File: src/rtl/rsr_pkg.sv
// Purpose: constants and carriers for the radio status register bank
// Assumes: 8-bit register port, one clock, synchronous active-low reset
// Notes:   all registers read-only
//
// Overview of operation
// - Register 0x30 returns a fixed part identification byte.
// - Register 0x31 returns a fixed silicon revision byte.
// - Register 0x32 returns the signed carrier offset estimate, step crystal/2^14.
// - Carrier offset reads zero while amplitude or on-off keying is selected.
// - Bit 7 of 0x33 and 0x38 is checksum match, cleared on receive entry.
// - Bits 6:0 of 0x33 hold link quality over 64 symbols after sync.
// - Register 0x34 returns the received signal strength byte.
// - State field bits 4:0 encode sleep through calibration end as listed.
// - Codes 0x0d to 0x16 cover receive, transmit and switching; bits 7:5 zero.
// - Sleep and crystal-off codes are never seen, access wakes to idle.
// - Wake timer reads as high byte at 0x36, low byte at 0x37.
// - Register 0x38 bits 6..3 show carrier sense, preamble, clear, sync.
// - Bit 2 of 0x38 shows output two before inversion.
// - Bit 0 of 0x38 shows output zero before inversion; bit 1 zero.
// - Register 0x39 returns the oscillator control DAC setting, test only.
package rsr_pkg;
	localparam int          ADDR_W            = 6;
	localparam int          DATA_W            = 8;
	localparam logic [5:0]  ADDR_PART         = 6'h30;
	localparam logic [5:0]  ADDR_REV          = 6'h31;
	localparam logic [5:0]  ADDR_FREQ         = 6'h32;
	localparam logic [5:0]  ADDR_LQI          = 6'h33;
	localparam logic [5:0]  ADDR_SIGNAL       = 6'h34;
	localparam logic [5:0]  ADDR_STATE        = 6'h35;
	localparam logic [5:0]  ADDR_WAKE_HI      = 6'h36;
	localparam logic [5:0]  ADDR_WAKE_LO      = 6'h37;
	localparam logic [5:0]  ADDR_PKT          = 6'h38;
	localparam logic [5:0]  ADDR_DAC          = 6'h39;
	localparam logic [7:0]  RDATA_RESET       = 8'h00;
	localparam logic [7:0]  UNMAPPED_DATA     = 8'h00;
	localparam logic [7:0]  OFFSET_KEYED      = 8'h00;
	localparam logic [4:0]  STATE_SLEEP       = 5'h00;
	localparam logic [4:0]  STATE_IDLE        = 5'h01;
	localparam logic [4:0]  STATE_CRYSTAL_OFF_STATE_CODE   = 5'h02;
	localparam logic [4:0]  STATE_LAST        = 5'h16;
	localparam int          LQI_SYMBOLS       = 64;

	typedef struct packed {
		logic       carrier_sense;
		logic       preamble_quality_met;
		logic       channel_clear_flag;
		logic       sync_found_flag;
		logic       general_output_two;
		logic       general_output_zero;
	} rsr_pins_t;

	typedef struct packed {
		logic [7:0]  carrier_offset_estimate;
		logic [6:0]  link_quality_estimate;
		logic        crc_match;
		logic [7:0]  signal_strength;
		logic [4:0]  radio_state_field;
		logic [15:0] wake_timer;
		logic [7:0]  oscillator_dac_setting;
	} rsr_status_t;
endpackage : rsr_pkg

File: src/rtl/rsr_status_regs.sv
// Purpose: read-only status register bank of the radio
// Assumes: status inputs come from logic on clk_sys_i; read data one cycle later
// Notes:   general outputs arrive pre-inversion; access wakes radio first
//
// Decided for this implementation: the address-and-strobe port.
module rsr_status_regs #(
	parameter logic [7:0] PART_ID = 8'h5a, // Arbitrary value
	parameter logic [7:0] REV_ID  = 8'ha5  // Arbitrary value
) (
	input  wire logic                      clk_sys_i,
	input  wire logic                      rst_n_i,
	input  wire logic [rsr_pkg::ADDR_W-1:0] addr_i,
	input  wire logic [rsr_pkg::DATA_W-1:0] wdata_i,
	input  wire logic                      wr_i,
	input  wire logic                      rd_i,
	input  wire logic                      amplitude_keying_i,
	input  wire rsr_pkg::rsr_status_t      status_i,
	input  wire rsr_pkg::rsr_pins_t        pins_i,
	output logic [rsr_pkg::DATA_W-1:0]     rdata_o
);
	import rsr_pkg::*;

	// ------------------------------------------------------------
	// Read mux
	// ------------------------------------------------------------
	logic [7:0] rdata_nxt;
	logic [7:0] state_view;

	// Access already woke the radio, so never show sleep or crystal off
	always_comb begin
		state_view = {3'h0, status_i.radio_state_field};
		if (status_i.radio_state_field == STATE_SLEEP ||
		    status_i.radio_state_field == STATE_CRYSTAL_OFF_STATE_CODE) begin
			state_view = {3'h0, STATE_IDLE};
		end
	end

	always_comb begin
		unique case (addr_i)
			ADDR_PART:    rdata_nxt = PART_ID;
			ADDR_REV:     rdata_nxt = REV_ID;
			ADDR_FREQ:    rdata_nxt = amplitude_keying_i ? OFFSET_KEYED : status_i.carrier_offset_estimate;
			ADDR_LQI:     rdata_nxt = {status_i.crc_match, status_i.link_quality_estimate};
			ADDR_SIGNAL:  rdata_nxt = status_i.signal_strength;
			ADDR_STATE:   rdata_nxt = state_view;
			ADDR_WAKE_HI: rdata_nxt = status_i.wake_timer[15:8];
			ADDR_WAKE_LO: rdata_nxt = status_i.wake_timer[7:0];
			ADDR_PKT:     rdata_nxt = {status_i.crc_match, pins_i.carrier_sense, pins_i.preamble_quality_met,
			                           pins_i.channel_clear_flag, pins_i.sync_found_flag,
			                           pins_i.general_output_two, 1'b0, pins_i.general_output_zero};
			ADDR_DAC:     rdata_nxt = status_i.oscillator_dac_setting;
			default:      rdata_nxt = UNMAPPED_DATA;
		endcase
	end

	// ------------------------------------------------------------
	// Read register
	// ------------------------------------------------------------
	// Writes are simply not decoded: nothing here stores them
	always_ff @(posedge clk_sys_i) begin
		if (!rst_n_i) begin
			rdata_o <= RDATA_RESET;
		end else if (rd_i) begin
			rdata_o <= rdata_nxt;
		end else begin
			rdata_o <= RDATA_RESET;
		end
	end
endmodule : rsr_status_regs

File: config.mk
export PLATFORM = sky130hd
export DESIGN_NAME = rsr_status_regs
export DESIGN_NICKNAME = d
export VERILOG_FILES = /design/src/rtl/rsr_pkg.sv /design/src/rtl/rsr_status_regs.sv
export SDC_FILE = /design/constraint.sdc
export NUM_CORES = 1
export LEC_CHECK = 0
export BUFFER_PORTS_ARGS = -buffer_cell sky130_fd_sc_hd__clkbuf_2
export CAP_MARGIN = 25
export CORE_MARGIN = 2
export CORE_UTILIZATION = 32
export DETAILED_ROUTE_END_ITERATION = 12
export PLACE_DENSITY = 0.78
export SLEW_MARGIN = 15
export SYNTH_ARGS = -nofsm -noshare
export SYNTH_HDL_FRONTEND = slang
export SYNTH_SLANG_ARGS = --single-unit
File: constraint.sdc
create_clock -name clk_sys_i -period 1.33 [get_ports clk_sys_i]
set_input_delay 0.3325 -clock clk_sys_i [delete_from_list [all_inputs] [get_ports clk_sys_i]]
set_output_delay 0.3325 -clock clk_sys_i [all_outputs]
set_load 0.03 [all_outputs]
==> results by group, run 1 <==
Status
  • Status: finished, final reports clean

Clocking
  • # Post-CTS Setup Buffers: 0
  • Bufs on Longest Clock Path: 2
  • CTS H-tree lvls: 1
  • CTS sink cnt: 8
  • Num CTS Buffers: 3
  • Worst-path clk slew: 0.06 ns
  • Root Driver: clkbuf_4
  • CTS tree: yes

Layout
  • Fin util: 57.7%
  • Multi-input gate area: 642 um^2
  • Reg area: 160 um^2
  • Layout cells sized above 1: 56.6%
  • Largest regs: rdata_o x8
  • # diodes: 0
  • Most flops, register: rdata_o
  • Fin nets: around 280
  • Largest register FFs: 8
  • Filler cells: 218
  • P&R area growth vs syn: 69.4%

Power and ir drop
  • Peak supply drop: 0.000485 V
  • Sw frac: 29.3%
  • Cell Int Power: 506 uW
  • Flop pwr share: 33.7%
  • Sw Pwr: 209 uW
  • Pwr Density: 496 mW/mm^2
  • LEAKAGE: 0.690 nW
  • Logic pwr share: 39.5%
  • Clk network pwr share: 26.8%

Worst setup path
  • Crit-path slowest cell: a2111oi_1
  • Crit path kind: primary input to flop
  • Crit Path Max Fanout: 15
  • Critical path startpoint category: primary input
  • Crit path DAT: 1.47 ns
  • CP max stage delay: 0.43 ns
  • Start point of the critical path: addr_i[0]
  • Ordered list of cells on the worst path: clkbuf_4 -> nor3b_1 -> a2111oi_1 -> buf_4 -> a221oi_1 -> a31oi_1
  • CP endpoint kind: flop
  • Worst EP required: between 1.5 and 2 ns

Drt
  • DRT antenna net count: 0
  • Vias: 1,240
  • # DRC: 0
  • DRT Wirelength: 3240 um
  • Avg WL per Cell: around 14 um
  • Iteration-0 DRC count of the detailed router: 56
  • Vias per std cell: between 5 and 6
  • First-pass iteration count of the detailed router: 6

Worst hold path
  • HP Class: primary input to flop
  • Hold Path Sink: rdata_o[4]
  • Hold Startpoint: status_i[4]
  • Hold path depth: 3

Floorplan
  • Core ar.: between 0.002 and 0.0025 mm^2
  • Row count: 18
  • Initial Util: ~34%
  • Die X: between 50 and 60 um
  • Die height: 55.6 um
  • Ports: between 80 and 90
  • Die area: 0.00309 mm^2

Synth
  • Compound-Gate Fraction of Synth Area: 31.6%
  • Cell count after synthesis: ~100
  • Post-synthesis sequential area ratio: 18.8%
  • Adder-cell share of the synthesized area: 0%
  • Mapped Nets: 181
  • Number of synthesis warnings: 0
  • Post-synth cell types: 43
  • Dominant cell type by area after synthesis: dfxtp_1
  • EDFF count, synth: 0
  • FFs w/ async S/R, synth: 0%
  • Synth top area cells: dfxtp_1, mux2i_1, a221oi_1
  • Synth Flop Type: dfxtp_1
  • Xor and xnor fraction of the mapped netlist area: 0%
  • Post-Syn Area: 851 um^2
  • Syn Area/Cell: 8.26 um^2
  • Post-synth top area share: 18.8%
  • Largest family of logic cells by synthesized area: simple AND/OR/NAND/NOR gates
  • Simple-gate share of the synthesized area: 34.6%
  • Most frequent cell after synthesis: dfxtp_1
  • Mux contribution to synthesized area: 8.24%
  • Post-synth top cells: dfxtp_1, buf_2, mux2i_1, nand2_1
  • Flops & latches, synth: 8

Timing
  • Setup Viol. Count Final: 0
  • Setup ws final: 0.0492 ns
  • Period utilization: a little over nine tenths
  • Slew Limit Fails: 0
  • Fmax: roughly 800 MHz
  • Final Hold Fails: 0
  • Worst slew pin tran: 0.394 ns
  • Worst relative slew slack: 73.4%
  • Minimum clock period: 1.28 ns
  • RSZ-0062 raised after global routing: false

Flow run
  • Max Cap Viol: 0

Place
  • Pre-CTS setup slack: -0.383 ns
  • Post-DP HPWL: between 2000 and 3000 um
  • GPL Wtd Cong: around 0.94
  • PortBufs: 76

GRT
  • Vias in the first global route: 1,236
  • Global-route wire length before repair: 5290 um
  • GRT Residual Overflow: 0
  • Antenna violations before repair: 0
  • Largest net degree at the start of global routing: 16
  • GR Util All Layers: 21.1%
cell type report:
class / count / share of cell area [%]
well taps: 30 / 2.60
clock buffers: 3 / 1.56
multi-input cells: 85 / 44.5
flip-flops and latches: 8 / 11.1
inverters: 1 / 0.260
repair buffers: 101 / 39.9
cell usage in the layout, fill, tap and decap left out, types with 2 or more instances in the layout:
cell       n
mux2i_1    7
nor3b_1    2
o21ai_0    5
a21oi_1    6
clkbuf_2  73
a22oi_1    5
a222oi_1   2
nand2b_1   2
a221oi_1   5
nand3_1    2
nand3b_1   3
clkbuf_4   4
nor2b_1    2
nand2_1    7
nand4b_1   2
a31oi_1    5
buf_4     27
dfxtp_1    8
nor2_1     4
kinds of logic (layout without fill, tap and decap cells):
kind of cell | after synthesis | in the layout
DFF | 8 | 8
and+or+nand+nor | 40 | 40
muxes | 7 | 7
AOI/OAI and AO/OA | 38 | 38
buffers and inverters | 10 | 105
per-layer routing:
layer,share of wire (%),wire (um),global-route usage (%)
met3,10,327,4.22
met1,39,1280,25.0
met5,0,0,0
met4,1.4,44,8.36
met2,49,1590,37.1
worst max-delay path, delay by kind of cell:
family | cells | cell delay [ns]
AND/OR/NAND/NOR | 1 | 0.09
buffers and inverters | 2 | 0.41
AO/OA/AOI/OAI | 3 | 0.64
how the worst max path moves through the flow:
stage | to | depth (start not counted)
floorplan | rdata_o[7] | 5
global placement | rdata_o[4] | 6
detailed placement | rdata_o[4] | 6
CTS | rdata_o[4] | 6
global route | rdata_o[4] | 6
finish | rdata_o[4] | 6
metrics by stage:
| stage | cells | cell area, um^2 | power [mW] | setup TNS (ns) | hold WS (ns) |
|---|---|---|---|---|---|
| global placement | 225 | 1400 | 0.512 | -1.54 | 0.584 |
| global route | 228 | 1440 | 0.760 | 0 | 0.311 |
| floorplan | 103 | 861 | 0.359 | -0.0143 | 0.492 |
| CTS | 228 | 1430 | 0.712 | 0 | 0.314 |
| finish | 228 | 1440 | 0.715 | 0 | 0.314 |
| detailed placement | 225 | 1400 | 0.521 | -2.01 | 0.591 |
power groups by stage:
stage / sequential, mW / clock, mW / combinational (mW)
global route: 0.241 / 0.211 / 0.308
detailed placement: 0.246 / 0 / 0.275
CTS: 0.241 / 0.193 / 0.278
floorplan: 0.247 / 0 / 0.112
finish: 0.241 / 0.192 / 0.282
global placement: 0.246 / 0 / 0.266
what timing repair did:
item | 4_1_cts | 5_1_grt
resized for setup | 2 | 8
pin swaps | 0 | 3
setup endpoints to repair | 2 | 6
hold buffers | 0 | 0
No activity file was read; power rests on OpenSTA's default activity.
==> run 2, diff against run 1 <==
--- a/config.mk
+++ b/config.mk
@@ -7,11 +7,12 @@
 export LEC_CHECK = 0
 export BUFFER_PORTS_ARGS = -buffer_cell sky130_fd_sc_hd__clkbuf_2
 export CAP_MARGIN = 25
-export CORE_MARGIN = 2
+export CORE_MARGIN = 8
 export CORE_UTILIZATION = 32
 export DETAILED_ROUTE_END_ITERATION = 12
 export PLACE_DENSITY = 0.78
-export SLEW_MARGIN = 15
+export RECOVER_POWER = 50
+export SLEW_MARGIN = 25
 export SYNTH_ARGS = -nofsm -noshare
 export SYNTH_HDL_FRONTEND = slang
 export SYNTH_SLANG_ARGS = --single-unit
==> run 2 against run 1 <==
Sequential cell count unchanged. Final cell count fell by 0.88%. Critical endpoint is now rdata_o[2]. Global-route usage shrank 6.5 points. Utilization decreased by 1.4 points. Maximum frequency up 1.4%. Worst setup slack better by 0.018 ns. Clock power down 8%. Hold slack better by 0.050 ns. Highest routed layer unchanged. Sequential power about the same. Combinational power shrank 5%. Largest power group unchanged. Total power is 4.0% lower. Sequential share of layout area up 0.27 points.
==> results by group, run 2 (synthesis gave the netlist of run 1 again) <==
Worst setup path
  • Ordered list of cells on the worst path: clkbuf_2 -> nand3b_1 -> buf_4 -> nor4_1 -> buf_4 -> a221oi_1 -> a21oi_1 (was clkbuf_4 -> nor3b_1 -> a2111oi_1 -> buf_4 -> a221oi_1 -> a31oi_1)
  • CP endpoint kind: flop (unchanged)
  • Top delay family on crit path: simple AND/OR/NAND/NOR gates (was compound AO/OA/AOI/OAI gates)
  • Cell mode on critical path: buf_4
  • Crit path DAT: 1.45 ns (was 1.47 ns)
  • Crit-path slowest cell: nor4_1 (was a2111oi_1)
  • Buf/Inv on CP: 3 (was 2)
  • Crit path kind: primary input to flop (unchanged)
  • CP max stage delay: 0.29 ns (was 0.43 ns)
  • Worst EP required: 1.51 ns (was 1.52 ns)
  • Critical path startpoint category: primary input (unchanged)
  • Crit Path Max Fanout: 7 (was 15)
  • Start point of the critical path: addr_i[3] (was addr_i[0])

Layout
  • P&R area growth vs syn: 65.4% (was 69.4%)
  • # diodes: 0 (unchanged)
  • Fin nets: 276 (was 278)
  • Most frequent cells in the layout: clkbuf_2, buf_4, dfxtp_1 (was clkbuf_2, buf_4, dfxtp_1, nand2_1, mux2i_1)
  • Largest regs: rdata_o x8 (unchanged)
  • Commonest non-fill, non-tap cell in the layout: clkbuf_2 (unchanged)
  • Largest register FFs: 8 (unchanged)
  • Layout cells sized above 1: 52.0% (was 56.6%)
  • Most flops, register: rdata_o (unchanged)

Floorplan
  • Die area: 0.00457 mm^2 (was 0.00309 mm^2)
  • Core ar.: 0.00250 mm^2 (unchanged)
  • Row count: 18 (unchanged)
  • Initial Util: 34.0% (unchanged)
  • Die X: 67.6 um (was 55.6 um)
  • Ports: 86 (unchanged)
  • Die height: 67.6 um (was 55.6 um)

Drt
  • First-pass iteration count of the detailed router: 6 (unchanged)
  • Vias: 1,208 (was 1,240)
  • Met2 wire len: 1570 um (was 1590 um)
  • Iteration-0 DRC count of the detailed router: 117 (was 56)
  • DRT Wirelength: 3600 um (was 3240 um)
  • Routed length on met1: 1390 um (was 1280 um)
  • Avg WL per Cell: 15.9 um (was 14.2 um)
  • Vias per std cell: 5.35 (was 5.44)
  • Highest routed layer: met4 (unchanged)
  • DRT antenna net count: 0 (unchanged)
  • # DRC: 0 (unchanged)
  • Met3 wire len: 575 um (was 327 um)

GRT
  • Global-route wire length before repair: 5290 um (about the same)
  • GRT Residual Overflow: 0 (unchanged)
  • Antenna violations before repair: 0 (unchanged)
  • Vias in the first global route: 1,217 (was 1,236)
  • GR Util All Layers: 14.6% (was 21.1%)
  • Largest net degree at the start of global routing: 14 (was 16)

Worst hold path
  • HP Class: primary input to flop (unchanged)
  • Hold Startpoint: status_i[4] (unchanged)

Place
  • PortBufs: 76 (unchanged)
  • GPL Wtd Cong: 0.940 (was 0.941)
  • Pre-CTS setup slack: -0.207 ns (was -0.383 ns)
  • Post-DP HPWL: 3170 um (was 2730 um)

Timing
  • RSZ-0062 raised after global routing: false (unchanged)
  • Fmax: 792 MHz (was 781 MHz)
  • Setup ws final: 0.0668 ns (was 0.0492 ns)
  • Worst slew pin tran: 0.394 ns (about the same)
  • Hold Worst Slack: 0.364 ns (was 0.314 ns)
  • Minimum clock period: 1.26 ns (was 1.28 ns)
  • Slew Limit Fails: 0 (unchanged)
  • Setup Viol. Count Final: 0 (unchanged)
  • Worst relative slew slack: 73.9% (was 73.4%)
  • Period utilization: 95.0% (was 96.3%)
  • Final Hold Fails: 0 (unchanged)
  • Setup Total Neg Slack: 0 ns (unchanged)

Power and ir drop
  • Peak supply drop: 0.000474 V (was 0.000485 V)
  • Pwr Density: 487 mW/mm^2 (was 496 mW/mm^2)
  • LEAKAGE: 0.656 nW (was 0.690 nW)

Clocking
  • Num CTS Buffers: 3 (unchanged)
  • CTS H-tree lvls: 1 (unchanged)
  • CTS tree: yes (unchanged)
  • CTS Hold Buffers Added: 0 (unchanged)
  • Bufs on Longest Clock Path: 2 (unchanged)
  • CTS sink cnt: 8 (unchanged)
  • Root Driver: clkbuf_4 (unchanged)
  • Worst-path clk slew: 0.05 ns (was 0.06 ns)

Status
  • Status: finished, final reports clean (unchanged)

Flow run
  • Max Cap Viol: 0 (unchanged)
## run 2: changes by cell type in the layout (fill, tap and decap cells not counted)
cell,previous run,this run
o21ai_0,5,6
nor4b_1,1,2
nor4b_2,1,0
clkbuf_1,0,7
o21ai_1,1,0
clkbuf_4,4,3
buf_6,0,1
clkbuf_2,73,69
buf_4,27,22
## run 2: what timing repair did
action / in CTS / in global routing
setup buffers: 0 / 1
setup endpoints to repair: 0 / 6
gates resized for setup: 0 / 3
## run 2: power by group
part / internal, mW / switching (mW) / leakage, nW
clock: 0.103 / 0.0745 / 0.0138
sequential: 0.241 / 0.000190 / 0.0644
combinational: 0.153 / 0.115 / 0.578
total: 0.496 / 0.190 / 0.656
## run 2: final cells by class
type / instances / area, um^2
clock buffer: 3 / 22.5
fill: 245 / 1090
inverter: 1 / 3.75
multi-input combinational: 85 / 636
sequential: 8 / 160
tap: 30 / 37.5
timing repair buffer: 99 / 548
## run 2: tightest hold or removal path: stages
cell,delay (ns)
clkbuf_2,0.09
nand2_1,0.06
a31oi_1,0.08
## run 2: path summary, 6_finish.rpt
path  depth (start not counted)  slack [ns]    endpoint
max                           7        0.07  rdata_o[2]
min                           3        0.36  rdata_o[4]
## run 2: layer usage
metal,track usage [%],up-vias
met4,6.01,0
met1,16.8,528
li1,-,611
met3,4.47,4
met5,0,-
met2,24.5,65
## run 2: stage by stage
stage / util [%] / cells / total power [mW] / instance area, um^2
after global placement: 55.2 / 222 / 0.503 / 1380
after global routing: 56.3 / 226 / 0.733 / 1410
after detailed placement: 55.2 / 222 / 0.511 / 1380
after floorplan: - / 103 / 0.359 / 861
after CTS: 56.1 / 225 / 0.693 / 1400
final: 56.3 / 226 / 0.686 / 1410
